**config.mk**
```make
export PLATFORM = sky130hd
export DESIGN_NAME = ufc_feature_ctrl
export DESIGN_NICKNAME = d
export VERILOG_FILES = /design/src/ufc_pkg.sv /design/src/ufc_turn_if.sv /design/src/ufc_feature_ctrl.sv /design/src/ufc_turnaround.sv
export SDC_FILE = /design/constraint.sdc
export NUM_CORES = 1
export LEC_CHECK = 0
export BUFFER_PORTS_ARGS = -buffer_cell sky130_fd_sc_hd__buf_2
export CORE_MARGIN = 1
export CORE_UTILIZATION = 50
export DETAILED_ROUTE_END_ITERATION = 10
export PLACE_DENSITY = 0.71
export SETUP_SLACK_MARGIN = 0.02
export SLEW_MARGIN = 10
export SYNTH_ARGS = -nofsm -noshare
export SYNTH_HDL_FRONTEND = slang
export SYNTH_SLANG_ARGS = --single-unit
```
**constraint.sdc**
```tcl
create_clock -name CORE_CLK -period 1.7 [get_ports CORE_CLK]
set_clock_uncertainty 0.15 [all_clocks]
set_input_delay 0.17 -clock CORE_CLK [delete_from_list [all_inputs] [get_ports CORE_CLK]]
set_output_delay 0.17 -clock CORE_CLK [all_outputs]
set_load 0.03 [all_outputs]
```
**src/ufc_pkg.sv**
```systemverilog
`default_nettype none
package ufc_pkg;

	// ------------------------------------------------------------------
	// Register indices on the parallel register port
	// ------------------------------------------------------------------
	localparam logic [1:0] LINE_FC_ADDR  = 2'h0;
	localparam logic [1:0] MISC_FC_ADDR  = 2'h1;
	localparam logic [1:0] TURN_DLY_ADDR = 2'h2;

	// ------------------------------------------------------------------
	// Field positions of line_feature_control
	// ------------------------------------------------------------------
	localparam int LFC_MULTIDROP = 0;
	localparam int LFC_RX_OFF    = 1;
	localparam int LFC_TX_OFF    = 2;
	localparam int LFC_PIN_SEL   = 3;
	localparam int LFC_TX_CTL    = 4;
	localparam int LFC_POL_INV   = 5;
	localparam logic [7:0] LFC_MASK = 8'h3f;

	// ------------------------------------------------------------------
	// Field positions of misc_feature_control
	// ------------------------------------------------------------------
	localparam int MFC_IRQ_MODE = 0;
	localparam int MFC_SOFT_RST = 1;
	localparam int MFC_REMAP    = 2;
	localparam int MFC_EDGE_SEL = 4;
	localparam logic [7:0] MFC_MASK = 8'h17;

	// ------------------------------------------------------------------
	// Reset values and timing counts
	// ------------------------------------------------------------------
	localparam logic [7:0] LFC_RESET      = 8'h00;
	localparam logic [7:0] MFC_RESET      = 8'h00;
	localparam logic [7:0] TURN_DLY_RESET = 8'h00;
	localparam int         SRST_CYCLES    = 4;

	// ------------------------------------------------------------------
	// State encodings
	// ------------------------------------------------------------------
	typedef enum logic [0:0] {
		UFC_AWAKE  = 1'b0,
		UFC_ASLEEP = 1'b1
	} ufc_sleep_t;

	typedef enum logic [1:0] {
		UFC_IDLE = 2'b00,
		UFC_XMIT = 2'b01,
		UFC_HOLD = 2'b10
	} ufc_turn_t;

endpackage
`default_nettype wire

```
**src/ufc_turn_if.sv**
```systemverilog
`timescale 1ns/1ps
`default_nettype none
interface ufc_turn_if;
	logic       tx_active;
	logic       bit_tick;
	logic [7:0] delay;
	logic       drive_tx;

	modport ctl (output tx_active, output bit_tick, output delay,
		input drive_tx);
	modport cnt (input tx_active, input bit_tick, input delay,
		output drive_tx);
endinterface
`default_nettype wire

```
**src/ufc_feature_ctrl.sv**
```systemverilog
`timescale 1ns/1ps
`default_nettype none
// Operation
// - Polarity bit swaps direction pin levels.
// - Transmitter drives direction pin only when enabled.
// - Transmitter disable bit turns transmitter off.
// - Receiver disable bit, independent of transmitter.
// - Mode bit selects RS-232 or multidrop.
// - Level wake refuses sleep while RX low.
// - Level wake: wake when RX goes low.
// - Edge wake: sleep allowed with RX low.
// - Edge wake: wake on any RX toggle.
// - Remap moves flow control to DTR/DSR.
// - Writing soft reset bit resets the UART.
// - Soft reset bit clears itself afterwards.
// - Soft reset lasts four clock cycles.
// - Mode clear: empty or below-trigger interrupt.
// - Mode set: empty also waits for stop.
// - Turnaround delay counted in bits before receive.
// - Soft reset equals hardware reset for registers.
module ufc_feature_ctrl
	import ufc_pkg::*;
#(
	parameter int SOFT_RESET_TRIGGER_CYCLES = SRST_CYCLES
)
(
	// Clock and reset.
	input  wire logic       CORE_CLK,
	input  wire logic       RESET,
	// Register port.
	input  wire logic       REG_CS,
	input  wire logic [1:0] REG_ADDR,
	input  wire logic       REG_WR,
	input  wire logic       REG_RD,
	input  wire logic [7:0] REG_WDATA,
	output logic      [7:0] REG_RDATA,
	// Transmit path status from the UART core.
	input  wire logic       BIT_TICK,
	input  wire logic       TX_FIFO_EMPTY,
	input  wire logic       TX_BELOW_TRIG,
	input  wire logic       TX_SHIFT_BUSY,
	// Sleep request and serial receive pin.
	input  wire logic       SLEEP_REQ,
	input  wire logic       RX_PIN,
	// Modem and flow control.
	input  wire logic       FLOW_ENABLE,
	input  wire logic       FLOW_RX_READY,
	input  wire logic       MCR_RTS,
	input  wire logic       MCR_DTR,
	input  wire logic       CTS_N_PIN,
	input  wire logic       DSR_N_PIN,
	output logic            RTS_N_PIN,
	output logic            DTR_N_PIN,
	output logic            FLOW_CTS_OK,
	output logic            MODEM_CTS,
	output logic            MODEM_DSR,
	// Core controls.
	output logic            TX_ENABLE,
	output logic            RX_ENABLE,
	output logic            MULTIDROP,
	output logic            SLEEPING,
	output logic            TX_EMPTY_IRQ,
	output logic            CORE_RESET
);

	// ------------------------------------------------------------------
	// Parameter check
	// ------------------------------------------------------------------
	generate
		if (SOFT_RESET_TRIGGER_CYCLES < 1 || SOFT_RESET_TRIGGER_CYCLES > 7) begin : g_bad_param
			$error("SOFT_RESET_TRIGGER_CYCLES must lie in 1..7");
		end
	endgenerate

	localparam logic [2:0] SRST_LOAD = 3'(SOFT_RESET_TRIGGER_CYCLES);

	// ------------------------------------------------------------------
	// State
	// ------------------------------------------------------------------
	typedef struct packed {
		logic [7:0] lfc;
		logic [7:0] mfc;
		logic [7:0] delay;
		logic [2:0] srst_cnt;
		logic       rx_s1;
		logic       rx_s2;
		logic       rx_prev;
		logic       cts_s1;
		logic       cts_s2;
		logic       dsr_s1;
		logic       dsr_s2;
		ufc_sleep_t sleep;
		logic [7:0] rdata;
		logic       rts_n;
		logic       dtr_n;
		logic       cts_ok;
		logic       mcts;      // Status copies, registered so that the
		logic       mdsr;      // outputs come straight from flip-flops.
		logic       tx_en;
		logic       rx_en;
		logic       mdrop;
		logic       irq;
		logic       core_rst;
	} ufc_state_t;

	ufc_state_t st;
	ufc_state_t next_st;

	ufc_turn_if turn ();

	// ------------------------------------------------------------------
	// Functions
	// ------------------------------------------------------------------

	// Level of the direction pin for the drive state and polarity.
	function automatic logic dir_level(input logic drive,
		input logic inv);
		dir_level = inv ? drive : ~drive;
	endfunction

	// Register read value; unmapped indices read zero.
	function automatic logic [7:0] read_mux(input logic [1:0] addr,
		input ufc_state_t s);
		case (addr)
			LINE_FC_ADDR:  read_mux = s.lfc & LFC_MASK;
			MISC_FC_ADDR:  read_mux = s.mfc & MFC_MASK;
			TURN_DLY_ADDR: read_mux = s.delay;
			default:       read_mux = 8'h00;
		endcase
	endfunction

	// ------------------------------------------------------------------
	// Turnaround counter link
	// ------------------------------------------------------------------

	// In multidrop mode, transmission counts as active while data waits or bits shift out.
	assign turn.tx_active = st.mdrop & (TX_SHIFT_BUSY | ~TX_FIFO_EMPTY);
	assign turn.bit_tick  = BIT_TICK;
	assign turn.delay     = st.delay;

	// The counter restarts with every reset, soft or hard.
	ufc_turnaround u_turn (
		.clk  (CORE_CLK),
		.rst  (RESET | st.core_rst),
		.turn (turn)
	);

	// ------------------------------------------------------------------
	// Next state
	// ------------------------------------------------------------------
	always_comb begin
		logic rts_assert;
		logic dtr_assert;
		logic dir_pin;
		logic empty_ok;
		rts_assert = 1'b0;
		dtr_assert = 1'b0;
		dir_pin    = 1'b0;
		empty_ok   = 1'b0;
		next_st    = st;

		// Pin synchronisers; logic reads the second stage, and the receive edge check also reads rx_prev behind it.
		next_st.rx_s1   = RX_PIN;
		next_st.rx_s2   = st.rx_s1;
		next_st.rx_prev = st.rx_s2;
		next_st.cts_s1  = CTS_N_PIN;
		next_st.cts_s2  = st.cts_s1;
		next_st.dsr_s1  = DSR_N_PIN;
		next_st.dsr_s2  = st.dsr_s1;

		// Soft reset: registers held at reset values while the count
		// runs, and the trigger bit reads one until it ends.
		if (st.srst_cnt != 3'h0) begin
			next_st.srst_cnt = st.srst_cnt - 3'h1;
			next_st.lfc      = LFC_RESET;
			next_st.delay    = TURN_DLY_RESET;
			next_st.mfc      = MFC_RESET;
			if (st.srst_cnt != 3'h1) begin
				next_st.mfc[MFC_SOFT_RST] = 1'b1;
			end
			next_st.core_rst = (st.srst_cnt != 3'h1);
			next_st.sleep    = UFC_AWAKE;
		end else if (REG_CS && REG_WR) begin
			// Register writes; reserved bits never store.
			case (REG_ADDR)
				LINE_FC_ADDR: begin
					next_st.lfc = REG_WDATA & LFC_MASK;
				end
				MISC_FC_ADDR: begin
					next_st.mfc = REG_WDATA & MFC_MASK;
					if (REG_WDATA[MFC_SOFT_RST]) begin
						next_st.srst_cnt = SRST_LOAD;
						next_st.core_rst = 1'b1;
					end
				end
				TURN_DLY_ADDR: begin
					next_st.delay = REG_WDATA;
				end
				default: begin
					next_st.lfc = st.lfc;
				end
			endcase
		end

		// Read data is captured on the read strobe and then held.
		if (REG_CS && REG_RD) begin
			next_st.rdata = read_mux(REG_ADDR, st);
		end

		// Mode and enables.
		next_st.mdrop = st.lfc[LFC_MULTIDROP];
		next_st.tx_en = ~st.lfc[LFC_TX_OFF];
		next_st.rx_en = ~st.lfc[LFC_RX_OFF];

		// Sleep entry and wake-up on the receive pin.
		case (st.sleep)
			UFC_AWAKE: begin
				if (SLEEP_REQ) begin
					if (st.mfc[MFC_EDGE_SEL]) begin
						next_st.sleep = UFC_ASLEEP;
					end else if (st.rx_s2) begin
						next_st.sleep = UFC_ASLEEP;
					end
				end
			end
			UFC_ASLEEP: begin
				if (!SLEEP_REQ) begin
					next_st.sleep = UFC_AWAKE;
				end else if (st.mfc[MFC_EDGE_SEL]) begin
					if (st.rx_s2 != st.rx_prev) begin
						next_st.sleep = UFC_AWAKE;
					end
				end else if (!st.rx_s2) begin
					next_st.sleep = UFC_AWAKE;
				end
			end
			default: begin
				next_st.sleep = UFC_AWAKE;
			end
		endcase

		// Hardware flow control goes to one pin pair; the other pair
		// keeps its plain modem function from the control register.
		if (st.mfc[MFC_REMAP]) begin
			rts_assert = MCR_RTS;
			dtr_assert = FLOW_ENABLE ? FLOW_RX_READY : MCR_DTR;
			next_st.cts_ok = ~st.dsr_s2 | ~FLOW_ENABLE;
		end else begin
			rts_assert = FLOW_ENABLE ? FLOW_RX_READY : MCR_RTS;
			dtr_assert = MCR_DTR;
			next_st.cts_ok = ~st.cts_s2 | ~FLOW_ENABLE;
		end
		next_st.rts_n = ~rts_assert;
		next_st.dtr_n = ~dtr_assert;

		// Modem status always reports the synchronised input pins.
		next_st.mcts = ~st.cts_s2;
		next_st.mdsr = ~st.dsr_s2;

		// Direction control overrides the selected pin in multidrop when its transmit control bit is set.
		dir_pin = dir_level(turn.drive_tx, st.lfc[LFC_POL_INV]);
		if (st.lfc[LFC_MULTIDROP] && st.lfc[LFC_TX_CTL]) begin
			if (st.lfc[LFC_PIN_SEL]) begin
				next_st.dtr_n = dir_pin;
			end else begin
				next_st.rts_n = dir_pin;
			end
		end

		// Transmit-empty interrupt condition.
		if (st.mfc[MFC_IRQ_MODE]) begin
			empty_ok = TX_FIFO_EMPTY & ~TX_SHIFT_BUSY;
		end else begin
			empty_ok = TX_FIFO_EMPTY;
		end
		next_st.irq = TX_BELOW_TRIG | empty_ok;
	end

	// ------------------------------------------------------------------
	// State register
	// ------------------------------------------------------------------

	// Hardware reset sets the same values the soft reset holds.
	always_ff @(posedge CORE_CLK) begin
		if (RESET) begin
			st <= '{
				lfc:      LFC_RESET,
				mfc:      MFC_RESET,
				delay:    TURN_DLY_RESET,
				srst_cnt: 3'h0,
				rx_s1:    1'b1,
				rx_s2:    1'b1,
				rx_prev:  1'b1,
				cts_s1:   1'b1,
				cts_s2:   1'b1,
				dsr_s1:   1'b1,
				dsr_s2:   1'b1,
				sleep:    UFC_AWAKE,
				rdata:    8'h00,
				rts_n:    1'b1,
				dtr_n:    1'b1,
				cts_ok:   1'b0,
				mcts:     1'b0,
				mdsr:     1'b0,
				tx_en:    1'b1,
				rx_en:    1'b1,
				mdrop:    1'b0,
				irq:      1'b0,
				core_rst: 1'b0
			};
		end else begin
			st <= next_st;
		end
	end

	// ------------------------------------------------------------------
	// Outputs, all straight from the state register
	// ------------------------------------------------------------------
	assign REG_RDATA    = st.rdata;
	assign RTS_N_PIN    = st.rts_n;
	assign DTR_N_PIN    = st.dtr_n;
	assign FLOW_CTS_OK  = st.cts_ok;
	assign MODEM_CTS    = st.mcts;
	assign MODEM_DSR    = st.mdsr;
	assign TX_ENABLE    = st.tx_en;
	assign RX_ENABLE    = st.rx_en;
	assign MULTIDROP    = st.mdrop;
	assign SLEEPING     = (st.sleep == UFC_ASLEEP);
	assign TX_EMPTY_IRQ = st.irq;
	assign CORE_RESET   = st.core_rst;

endmodule
`default_nettype wire

```
**src/ufc_turnaround.sv**
```systemverilog
`timescale 1ns/1ps
`default_nettype none
module ufc_turnaround
	import ufc_pkg::*;
(
	// Clock and reset.
	input  wire logic clk,
	input  wire logic rst,
	// Link to the control logic.
	ufc_turn_if.cnt   turn
);

	typedef struct packed {
		ufc_turn_t  phase;
		logic [7:0] count;
		logic       drive;
	} ufc_turn_state_t;

	ufc_turn_state_t st;
	ufc_turn_state_t next_st;

	assign turn.drive_tx = st.drive;

	// ------------------------------------------------------------------
	// Direction hold: drive while sending, then count bit times down.
	// ------------------------------------------------------------------
	always_comb begin
		next_st = st;
		case (st.phase)
			UFC_IDLE: begin
				if (turn.tx_active) begin
					next_st.phase = UFC_XMIT;
					next_st.drive = 1'b1;
				end
			end
			UFC_XMIT: begin
				if (!turn.tx_active) begin
					if (turn.delay == 8'h00) begin
						next_st.phase = UFC_IDLE;
						next_st.drive = 1'b0;
					end else begin
						next_st.phase = UFC_HOLD;
						next_st.count = turn.delay;
					end
				end
			end
			UFC_HOLD: begin
				// New data restarts transmission without a turnaround.
				if (turn.tx_active) begin
					next_st.phase = UFC_XMIT;
				end else if (turn.bit_tick) begin
					if (st.count == 8'h01) begin
						next_st.phase = UFC_IDLE;
						next_st.drive = 1'b0;
					end else begin
						next_st.count = st.count - 8'h01;
					end
				end
			end
			default: begin
				next_st.phase = UFC_IDLE;
				next_st.drive = 1'b0;
			end
		endcase
	end

	// Register the state.
	always_ff @(posedge clk) begin
		if (rst) begin
			st <= '{phase: UFC_IDLE, count: 8'h00, drive: 1'b0};
		end else begin
			st <= next_st;
		end
	end

endmodule
`default_nettype wire

```
==> results of run 1 <==
[cells by family after synthesis]
family                   synth area share [%]
buffers and inverters                    6.09
AND/OR/NAND/NOR                          23.7
flip-flops                               44.1
XOR/XNOR                                0.333
adder cells (fa/ha/maj)                 0.951
multiplexers                             6.90
AO/OA/AOI/OAI                            17.9
[final cells by class]
class                   instances  area [um^2]  share of cell area [%]
repair buffers                 74          483                    14.7
flip-flops and latches         58         1160                    35.3
clock buffers                  11          151                    4.59
well taps                      70         87.6                    2.66
multi-input cells             215         1330                    40.4
clock inverters                 5         62.6                    1.90
inverters                       4         15.0                   0.456
[cells in the final DEF, fill, tap and decap left out, types with 2 or more instances in the layout]
cell type and instances:
buf_2 45, a21oi_1 28, ha_1 2, dlygate4sd3_1 16, dfxtp_1 55, nor3_1 12, mux2i_1 17, a22oi_1 2
clkbuf_8 11, a211oi_1 5, nor4_4 2, nor2_1 36, clkinvlp_4 2, o21ai_0 6, dfxtp_2 3, or2_1 2
clkinv_4 2, nor3_4 2, buf_4 13, o21a_1 2, and3_1 2, nor2b_1 2, or2_2 7, o21ai_1 7
nand2b_1 8, inv_1 4, nand2_1 43
[power breakdown]
| group | internal [mW] | leakage, nW | switching (mW) |
|---|---|---|---|
| Combinational | 0.116 | 0.791 | 0.145 |
| Clock | 0.761 | 0.102 | 0.568 |
| Sequential | 1.39 | 0.474 | 0.0225 |
[layer usage]
| layer | up-vias | GRT usage, % | routed length, um |
|---|---|---|---|
| met2 | 64 | 38.4 | 2860 |
| met1 | 1040 | 31.1 | 2930 |
| met5 | - | 0 | 0 |
| met4 | 0 | 6.50 | 44 |
| li1 | 1147 | - | - |
| met3 | 5 | 6.23 | 258 |
[sequential cells by signal (all words and copies together), names as in the netlist]
signal,flops
RX_ENABLE,1
TX_ENABLE,1
MODEM_CTS,1
REG_RDATA,8
u_turn.turn.drive_tx,1
MODEM_DSR,1
st,15
next_st,5
DTR_N_PIN,1
TX_EMPTY_IRQ,1
turn.delay,8
MULTIDROP,1
CORE_RESET,1
RTS_N_PIN,1
u_turn.st,10
FLOW_CTS_OK,1
SLEEPING,1
[per-stage QoR]
stage | area [um^2] | std cells | power [mW]
after floorplan | 2630 | 298 | 1.60
after global placement | 2880 | 403 | 1.67
after detailed placement | 2880 | 403 | 1.67
after CTS | 3260 | 435 | 3.02
after global routing | 3300 | 437 | 3.14
final | 3300 | 437 | 3.01
[repair_timing]
| item | in CTS | in global routing |
|---|---|---|
| setup endpoints to repair | 1 | 8 |
| pin swaps | 0 | 7 |
| resized for setup | 1 | 5 |
| setup buffers | 0 | 2 |
| hold buffers | 16 | 0 |
| hold endpoints to repair | 24 | 0 |
[worst min-delay path by stage]
stage	from	endpoint
floorplan	FLOW_ENABLE	FLOW_CTS_OK
global placement	RX_PIN	next_st[24]
detailed placement	DSR_N_PIN	next_st[19]
CTS	BIT_TICK	u_turn.st[10]
global route	BIT_TICK	u_turn.st[10]
finish	BIT_TICK	u_turn.st[10]
[worst register-to-register path: cells and delay by family, from the launching register on]
kind            cells  cell delay (ns)
flops               1             0.35
compound gates      4             0.81
simple gates        1             0.22
==> reports/results.tsv, run 1 <==
stage	metric	value	unit
synth	Post-synth top cells	58 x dfxtp_1, 43 x nand2_1, 36 x nor2_1	
setup_path	Critical Path, Cell by Cell	nand2b_1 > a21oi_4 > a32o_2 > o21ai_0 > a31o_1	
routing	via count	2256	
power_and_ir_drop	Worst VDD drop	0.729	mV
cts	TritonCTS clock tree	built	
setup_path	Critical Path Source	u_turn.st[10]	
power_and_ir_drop	pwr dens	912	mW/mm^2
synth	post-synth net total	327	
setup_path	CP endpoint	u_turn.st[3]	
grt	largest net degree at the start of global routing	26	
synth	Post-Synthesis Cells	298	
finish	antenna diode instance count	0	
finish	area delta synth->final	25.3	%
job	Max Cap Violations	0	
synth	sequential cell area fraction in the yosys report	44.1	%
routing	drt wl/cell	13.9	um
timing	period utilization	95.9	%
timing	Setup violations, final	0	
timing	Tmin final	1.63	ns
synth	Mapped Avg Cell Area	8.83	um^2
placement	GP Congestion	0.922	
synth	Synth top area share	44.1	%
synth	Yosys warnings	0	
setup_path	worst-path fanout max	8	
setup_path	RR Endpoint	u_turn.st[3]	
setup_path	Slowest Stage Delay on Critical Path	0.35	ns
routing	DRC	0	
setup_path	CP Class	flop to flop	
floorplanning	Rows	26	
status	status	finished, final reports clean	
finish	Filler Cell Count	425	
timing	Final WS setup	0.0704	ns
setup_path	Bufs and invs on worst path	0	
setup_path	CP Capture Type	flop	
setup_path	CP max-delay cell	dfxtp_1	
setup_path	r2r setup slk	0.07	ns
setup_path	CP delay by family, top	compound AO/OA/AOI/OAI gates	
grt	initial antenna violation count	0	
setup_path	Levels on crit path	5	
synth	most frequent cell after synthesis	dfxtp_1	
synth	Synth area leader	dfxtp_1	
placement	# port buffers	45	
timing	hold slack	0.111	ns
placement	DP Wirelength	4300	um
finish	share of layout cells above drive strength 1	27.8	%
grt	Congestion Overflow GR	0	
floorplanning	core area	0.00507	mm^2
timing	RSZ-0062 raised after global routing	true	
timing	Hold Violations, Final	0	
routing	DRT Wirelength	6100	um
setup_path	Critical Path Start Type	flop	
synth	largest cells by area after synthesis	dfxtp_1 44%, mux2i_1 6.5%, nand2_1 6.1%	
cts	clk root buf	clkbuf_8	
min_path	hold path cells	3	
min_path	worst min path class	input port to flop	
routing	initial DRC count	148	
setup_path	Worst Path Arrival	1.70	ns
synth	EDFF count, synth	0	
floorplanning	die width	74.5	um
grt	vias in the first global route	2082	
cts	total clock sinks	58	
grt	first-pass GRT wire length	9710	um
finish	Finished Core Util	64.9	%
floorplanning	die area	0.00555	mm^2
floorplanning	Initial Util	51.8	%
routing	vias per inst	5.16	
grt	All-Layer GR Usage	23.7	%
power_and_ir_drop	P_leak	1.37	nW
synth	Post-synth ARST share	0	%
placement	pre-CTS setup slack	0.0319	ns
setup_path	reg-to-reg startpoint	u_turn.st[10]	
timing	fin. max-slew vios	0	
cts	clk buf depth	2	
cts	Skew-Pair Late Insertion Delay	0.34	ns
cts	Num CTS Buffers	9	
cts	deepest level of the CTS H-tree	3	
setup_path	Critical Path RT	1.77	ns
timing	Max Clock Freq	0.614	GHz
routing	Post-DRT Antenna Nets	0	
timing	post-route setup TNS	0	ns
cts	clock-pin slew on the worst setup and hold paths	0.06	ns
finish	Nets	391	
setup_path	worst r2r path cells	5	
routing	drt pass-1 iters	4	
synth	Netlist cell types	54	
synth	FF+latch count, synth	58	
synth	Primary FF master, synth	dfxtp_1	
timing	Worst-Margin Slew	0.415	ns
floorplanning	die height	74.5	um
timing	relative slew slack	72.3	%
synth	Post-Syn Area	0.00263	mm^2
floorplanning	I/O pin cnt	46	
Note: power is estimated with default switching activity, not from simulation.
==> run 2, diff against run 1 <==
--- a/config.mk
+++ b/config.mk
@@ -5,11 +5,12 @@
 export SDC_FILE = /design/constraint.sdc
 export NUM_CORES = 1
 export LEC_CHECK = 0
+export ABC_AREA = 1
 export BUFFER_PORTS_ARGS = -buffer_cell sky130_fd_sc_hd__buf_2
 export CORE_MARGIN = 1
 export CORE_UTILIZATION = 50
 export DETAILED_ROUTE_END_ITERATION = 10
-export PLACE_DENSITY = 0.71
+export PLACE_DENSITY = 0.72
 export SETUP_SLACK_MARGIN = 0.02
 export SLEW_MARGIN = 10
 export SYNTH_ARGS = -nofsm -noshare
==> run 2 against run 1 <==
Against the previous run:
- synthesized cell count rose by 18%
- die area decreased by 3.1%
- critical path depth grew 4
- core utilization is 1.6 points higher
- sequential cell count unchanged
- count of clock-buffer cells in the layout up 1
- synthesized area fell by 3.2%
- design area decreased by 2.8%
- global-route usage is 0.17 points lower
- first-iteration DRC count decreased by 24%
- largest cell class unchanged
- register-to-register slack better by 0.08 ns
==> reports/results.tsv, run 2 <==
stage	metric	value	unit	change
grt	largest net degree at the start of global routing	18		was 26
cts	clock-pin slew on the worst setup and hold paths	0.07	ns	was 0.06 ns
setup_path	Critical Path Start Type	flop		unchanged
floorplanning	die area	0.00538	mm^2	was 0.00555 mm^2
synth	FF+latch count, synth	58		unchanged
power_and_ir_drop	total power draw	3.15	mW	was 3.01 mW
synth	Primary FF master, synth	dfxtp_1		unchanged
synth	Synth top area share	45.6	%	was 44.1%
grt	vias in the first global route	2197		was 2082
job	Max Cap Violations	0		unchanged
floorplanning	I/O pin cnt	46		unchanged
setup_path	Worst Path Arrival	1.66	ns	was 1.70 ns
timing	Hold Violations, Final	0		unchanged
synth	Post-Synthesis Cells	352		was 298
power_and_ir_drop	sw frac	22.6	%	was 24.5%
power_and_ir_drop	Comb pwr share	7.8	%	was 8.7%
grt	initial antenna violation count	0		unchanged
finish	antenna diode instance count	0		unchanged
timing	Setup violations, final	0		unchanged
finish	commonest non-fill, non-tap cell in the layout	nand2_1		was dfxtp_1
finish	max FFs per register	15		unchanged
grt	All-Layer GR Usage	23.5	%	was 23.7%
floorplanning	Initial Util	52.9	%	was 51.8%
synth	EDFF count, synth	0		unchanged
setup_path	CP Class	flop to flop		unchanged
status	status	finished, final reports clean		unchanged
floorplanning	core area	0.00482	mm^2	was 0.00507 mm^2
routing	initial DRC count	112		was 148
power_and_ir_drop	sequential power share	45.1	%	was 47.1%
timing	fin. max-slew vios	0		unchanged
cts	clk buf depth	2		unchanged
routing	drt wl/cell	12.4	um	was 13.9 um
setup_path	CP Capture Type	flop		unchanged
timing	period utilization	91.4	%	was 95.9%
routing	Post-DRT Antenna Nets	0		unchanged
routing	DRC	0		unchanged
power_and_ir_drop	clock power share	47.1	%	was 44.2%
power_and_ir_drop	Internal Pwr Total	2.44	mW	was 2.27 mW
synth	largest cells by area after synthesis	dfxtp_1 46%, nand2_1 12%, nor2_1 6.2%		was dfxtp_1 44%, mux2i_1 6.5%, nand2_1 6.1%
placement	DP Wirelength	4250	um	was 4300 um
synth	post-synth net total	381		was 327
floorplanning	Rows	25		was 26
finish	area delta synth->final	25.8	%	was 25.3%
finish	largest reg by FF count	st		unchanged
timing	Max Clock Freq	0.643	GHz	was 0.614 GHz
cts	total clock sinks	58		unchanged
synth	Post-synth ARST share	0	%	unchanged
power_and_ir_drop	P_leak	1.40	nW	was 1.37 nW
synth	most frequent cell after synthesis	nand2_1		was dfxtp_1
cts	Skew-Pair Late Insertion Delay	0.33	ns	was 0.34 ns
timing	Worst-Margin Slew	0.413	ns	was 0.415 ns
setup_path	worst-path fanout max	5		was 8
cts	clk root buf	clkbuf_8		unchanged
synth	Synth area leader	dfxtp_1		unchanged
min_path	worst min path class	input port to flop		unchanged
cts	TritonCTS clock tree	built		unchanged
grt	Congestion Overflow GR	0		unchanged
finish	commonest cells after routing, fill and taps aside	82 x nand2_1, 57 x dfxtp_1, 45 x buf_2, 41 x nor2_1, 35 x inv_1		was 55 x dfxtp_1, 45 x buf_2, 43 x nand2_1, 36 x nor2_1, 28 x a21oi_1
synth	Netlist cell types	30		was 54
routing	vias per inst	4.99		was 5.16
grt	first-pass GRT wire length	9500	um	was 9710 um
power_and_ir_drop	pwr dens	983	mW/mm^2	was 912 mW/mm^2
floorplanning	die width	73.4	um	was 74.5 um
finish	Filler Cell Count	459		was 425
routing	DRT Wirelength	6050	um	was 6100 um
synth	Mapped Avg Cell Area	7.23	um^2	was 8.83 um^2
placement	# port buffers	45		unchanged
placement	GP Congestion	0.925		was 0.922
synth	sequential cell area fraction in the yosys report	45.6	%	was 44.1%
power_and_ir_drop	Worst VDD drop	1.09	mV	was 0.729 mV
finish	largest registers	st x15, u_turn.st x10		unchanged
routing	via count	2430		was 2256
floorplanning	die height	73.4	um	was 74.5 um
timing	relative slew slack	72.3	%	about the same
synth	Yosys warnings	0		unchanged
timing	hold slack	0.0164	ns	was 0.111 ns
timing	Tmin final	1.55	ns	was 1.63 ns
routing	drt pass-1 iters	4		unchanged
finish	share of layout cells above drive strength 1	21.9	%	was 27.8%
cts	deepest level of the CTS H-tree	3		unchanged
synth	Post-Syn Area	0.00255	mm^2	was 0.00263 mm^2
synth	Post-synth top cells	82 x nand2_1, 58 x dfxtp_1, 42 x nor2_1		was 58 x dfxtp_1, 43 x nand2_1, 36 x nor2_1
finish	Nets	444		was 391
setup_path	Critical Path RT	1.81	ns	was 1.77 ns
timing	RSZ-0062 raised after global routing	true		unchanged
power_and_ir_drop	sw power	0.711	mW	was 0.736 mW
cts	Num CTS Buffers	9		unchanged
==> run 2: changes by cell type after synthesis, sizes merged, moves of 5 or more <==
cell,previous run,this run
clkbuf,7,2
nand2b,8,0
nand3,1,21
nand2,44,84
o21ai,13,30
nor2,36,51
inv,4,37
mux2i,17,0
nor3,15,3
==> run 2: what timing repair did <==
item | CTS | global route
hold buffers | 14 | 0
buffers inserted | 0 | 1
resized for setup | 0 | 5
endpoints found under the setup margin | 0 | 8
hold endpoints to repair | 18 | 0
==> run 2: worst max-delay path: stages (launching register included) <==
cell and delay, ns:
dfxtp_1 0.41, ha_1 0.18, nand2_1 0.06, nor2_2 0.12, nand2_1 0.11, nand2_2 0.14
nor2_4 0.08, nand2_1 0.08, nand2_1 0.05, a21oi_1 0.11
==> run 2: layout make-up <==
cell class	count	area, um^2	share of cell area, %
multi-input cells	244	1170	36.7
inverters	38	143	4.45
clock inverters	4	72.6	2.26
flip-flops and latches	58	1160	36.3
well taps	67	83.8	2.62
clock buffers	12	165	5.15
repair buffers	64	403	12.6
==> run 2: path summary, 6_finish.rpt <==
check | from | endpoint | slack, ns | depth (start not counted)
setup reg to reg | u_turn.st[1] | u_turn.st[5] | 0.15 | 9
hold / removal | MCR_DTR | DTR_N_PIN | 0.02 | 4
setup / recovery | u_turn.st[1] | u_turn.st[5] | 0.15 | 9
hold reg to reg | next_st[21] | st[21] | 0.26 | 1
==> run 2: logic make-up after synthesis <==
group | Yosys count | synth area share (%)
xor gates and xnor gates | 1 | 0.344
buffers and inverters | 51 | 9.09
AOI/OAI and AO/OA | 73 | 15.7
and+or+nand+nor | 167 | 28.3
adders and majority gates | 2 | 0.983
DFF | 58 | 45.6
==> run 2: power by group through the flow <==
stage / logic (mW) / registers [mW] / clock network, mW
3_3_place_gp: 0.216 / 1.45 / 0
4_1_cts: 0.245 / 1.42 / 1.50
2_1_floorplan: 0.115 / 1.47 / 0
5_1_grt: 0.273 / 1.42 / 1.57
6_report: 0.247 / 1.42 / 1.48
3_5_place_dp: 0.218 / 1.45 / 0
==> run 2: stage by stage <==
step	std cells	setup TNS (ns)	instance area [um^2]	util [%]	setup slack, ns
after floorplan	352	0	2550	-	0.337
after global placement	455	0	2800	58.1	0.160
after detailed placement	455	0	2800	58.1	0.131
after CTS	485	0	3170	65.9	0.120
after global routing	487	-0.00697	3200	66.5	-0.00697
final	487	0	3200	66.5	0.146
==> run 2: routing by layer <==
layer	vias up	GRT usage, %	routed length (um)
met5	-	0	0
met4	0	8.55	102
met3	8	8.92	413
met2	91	35.3	2670
met1	1069	30.7	2860
li1	1262	-	-
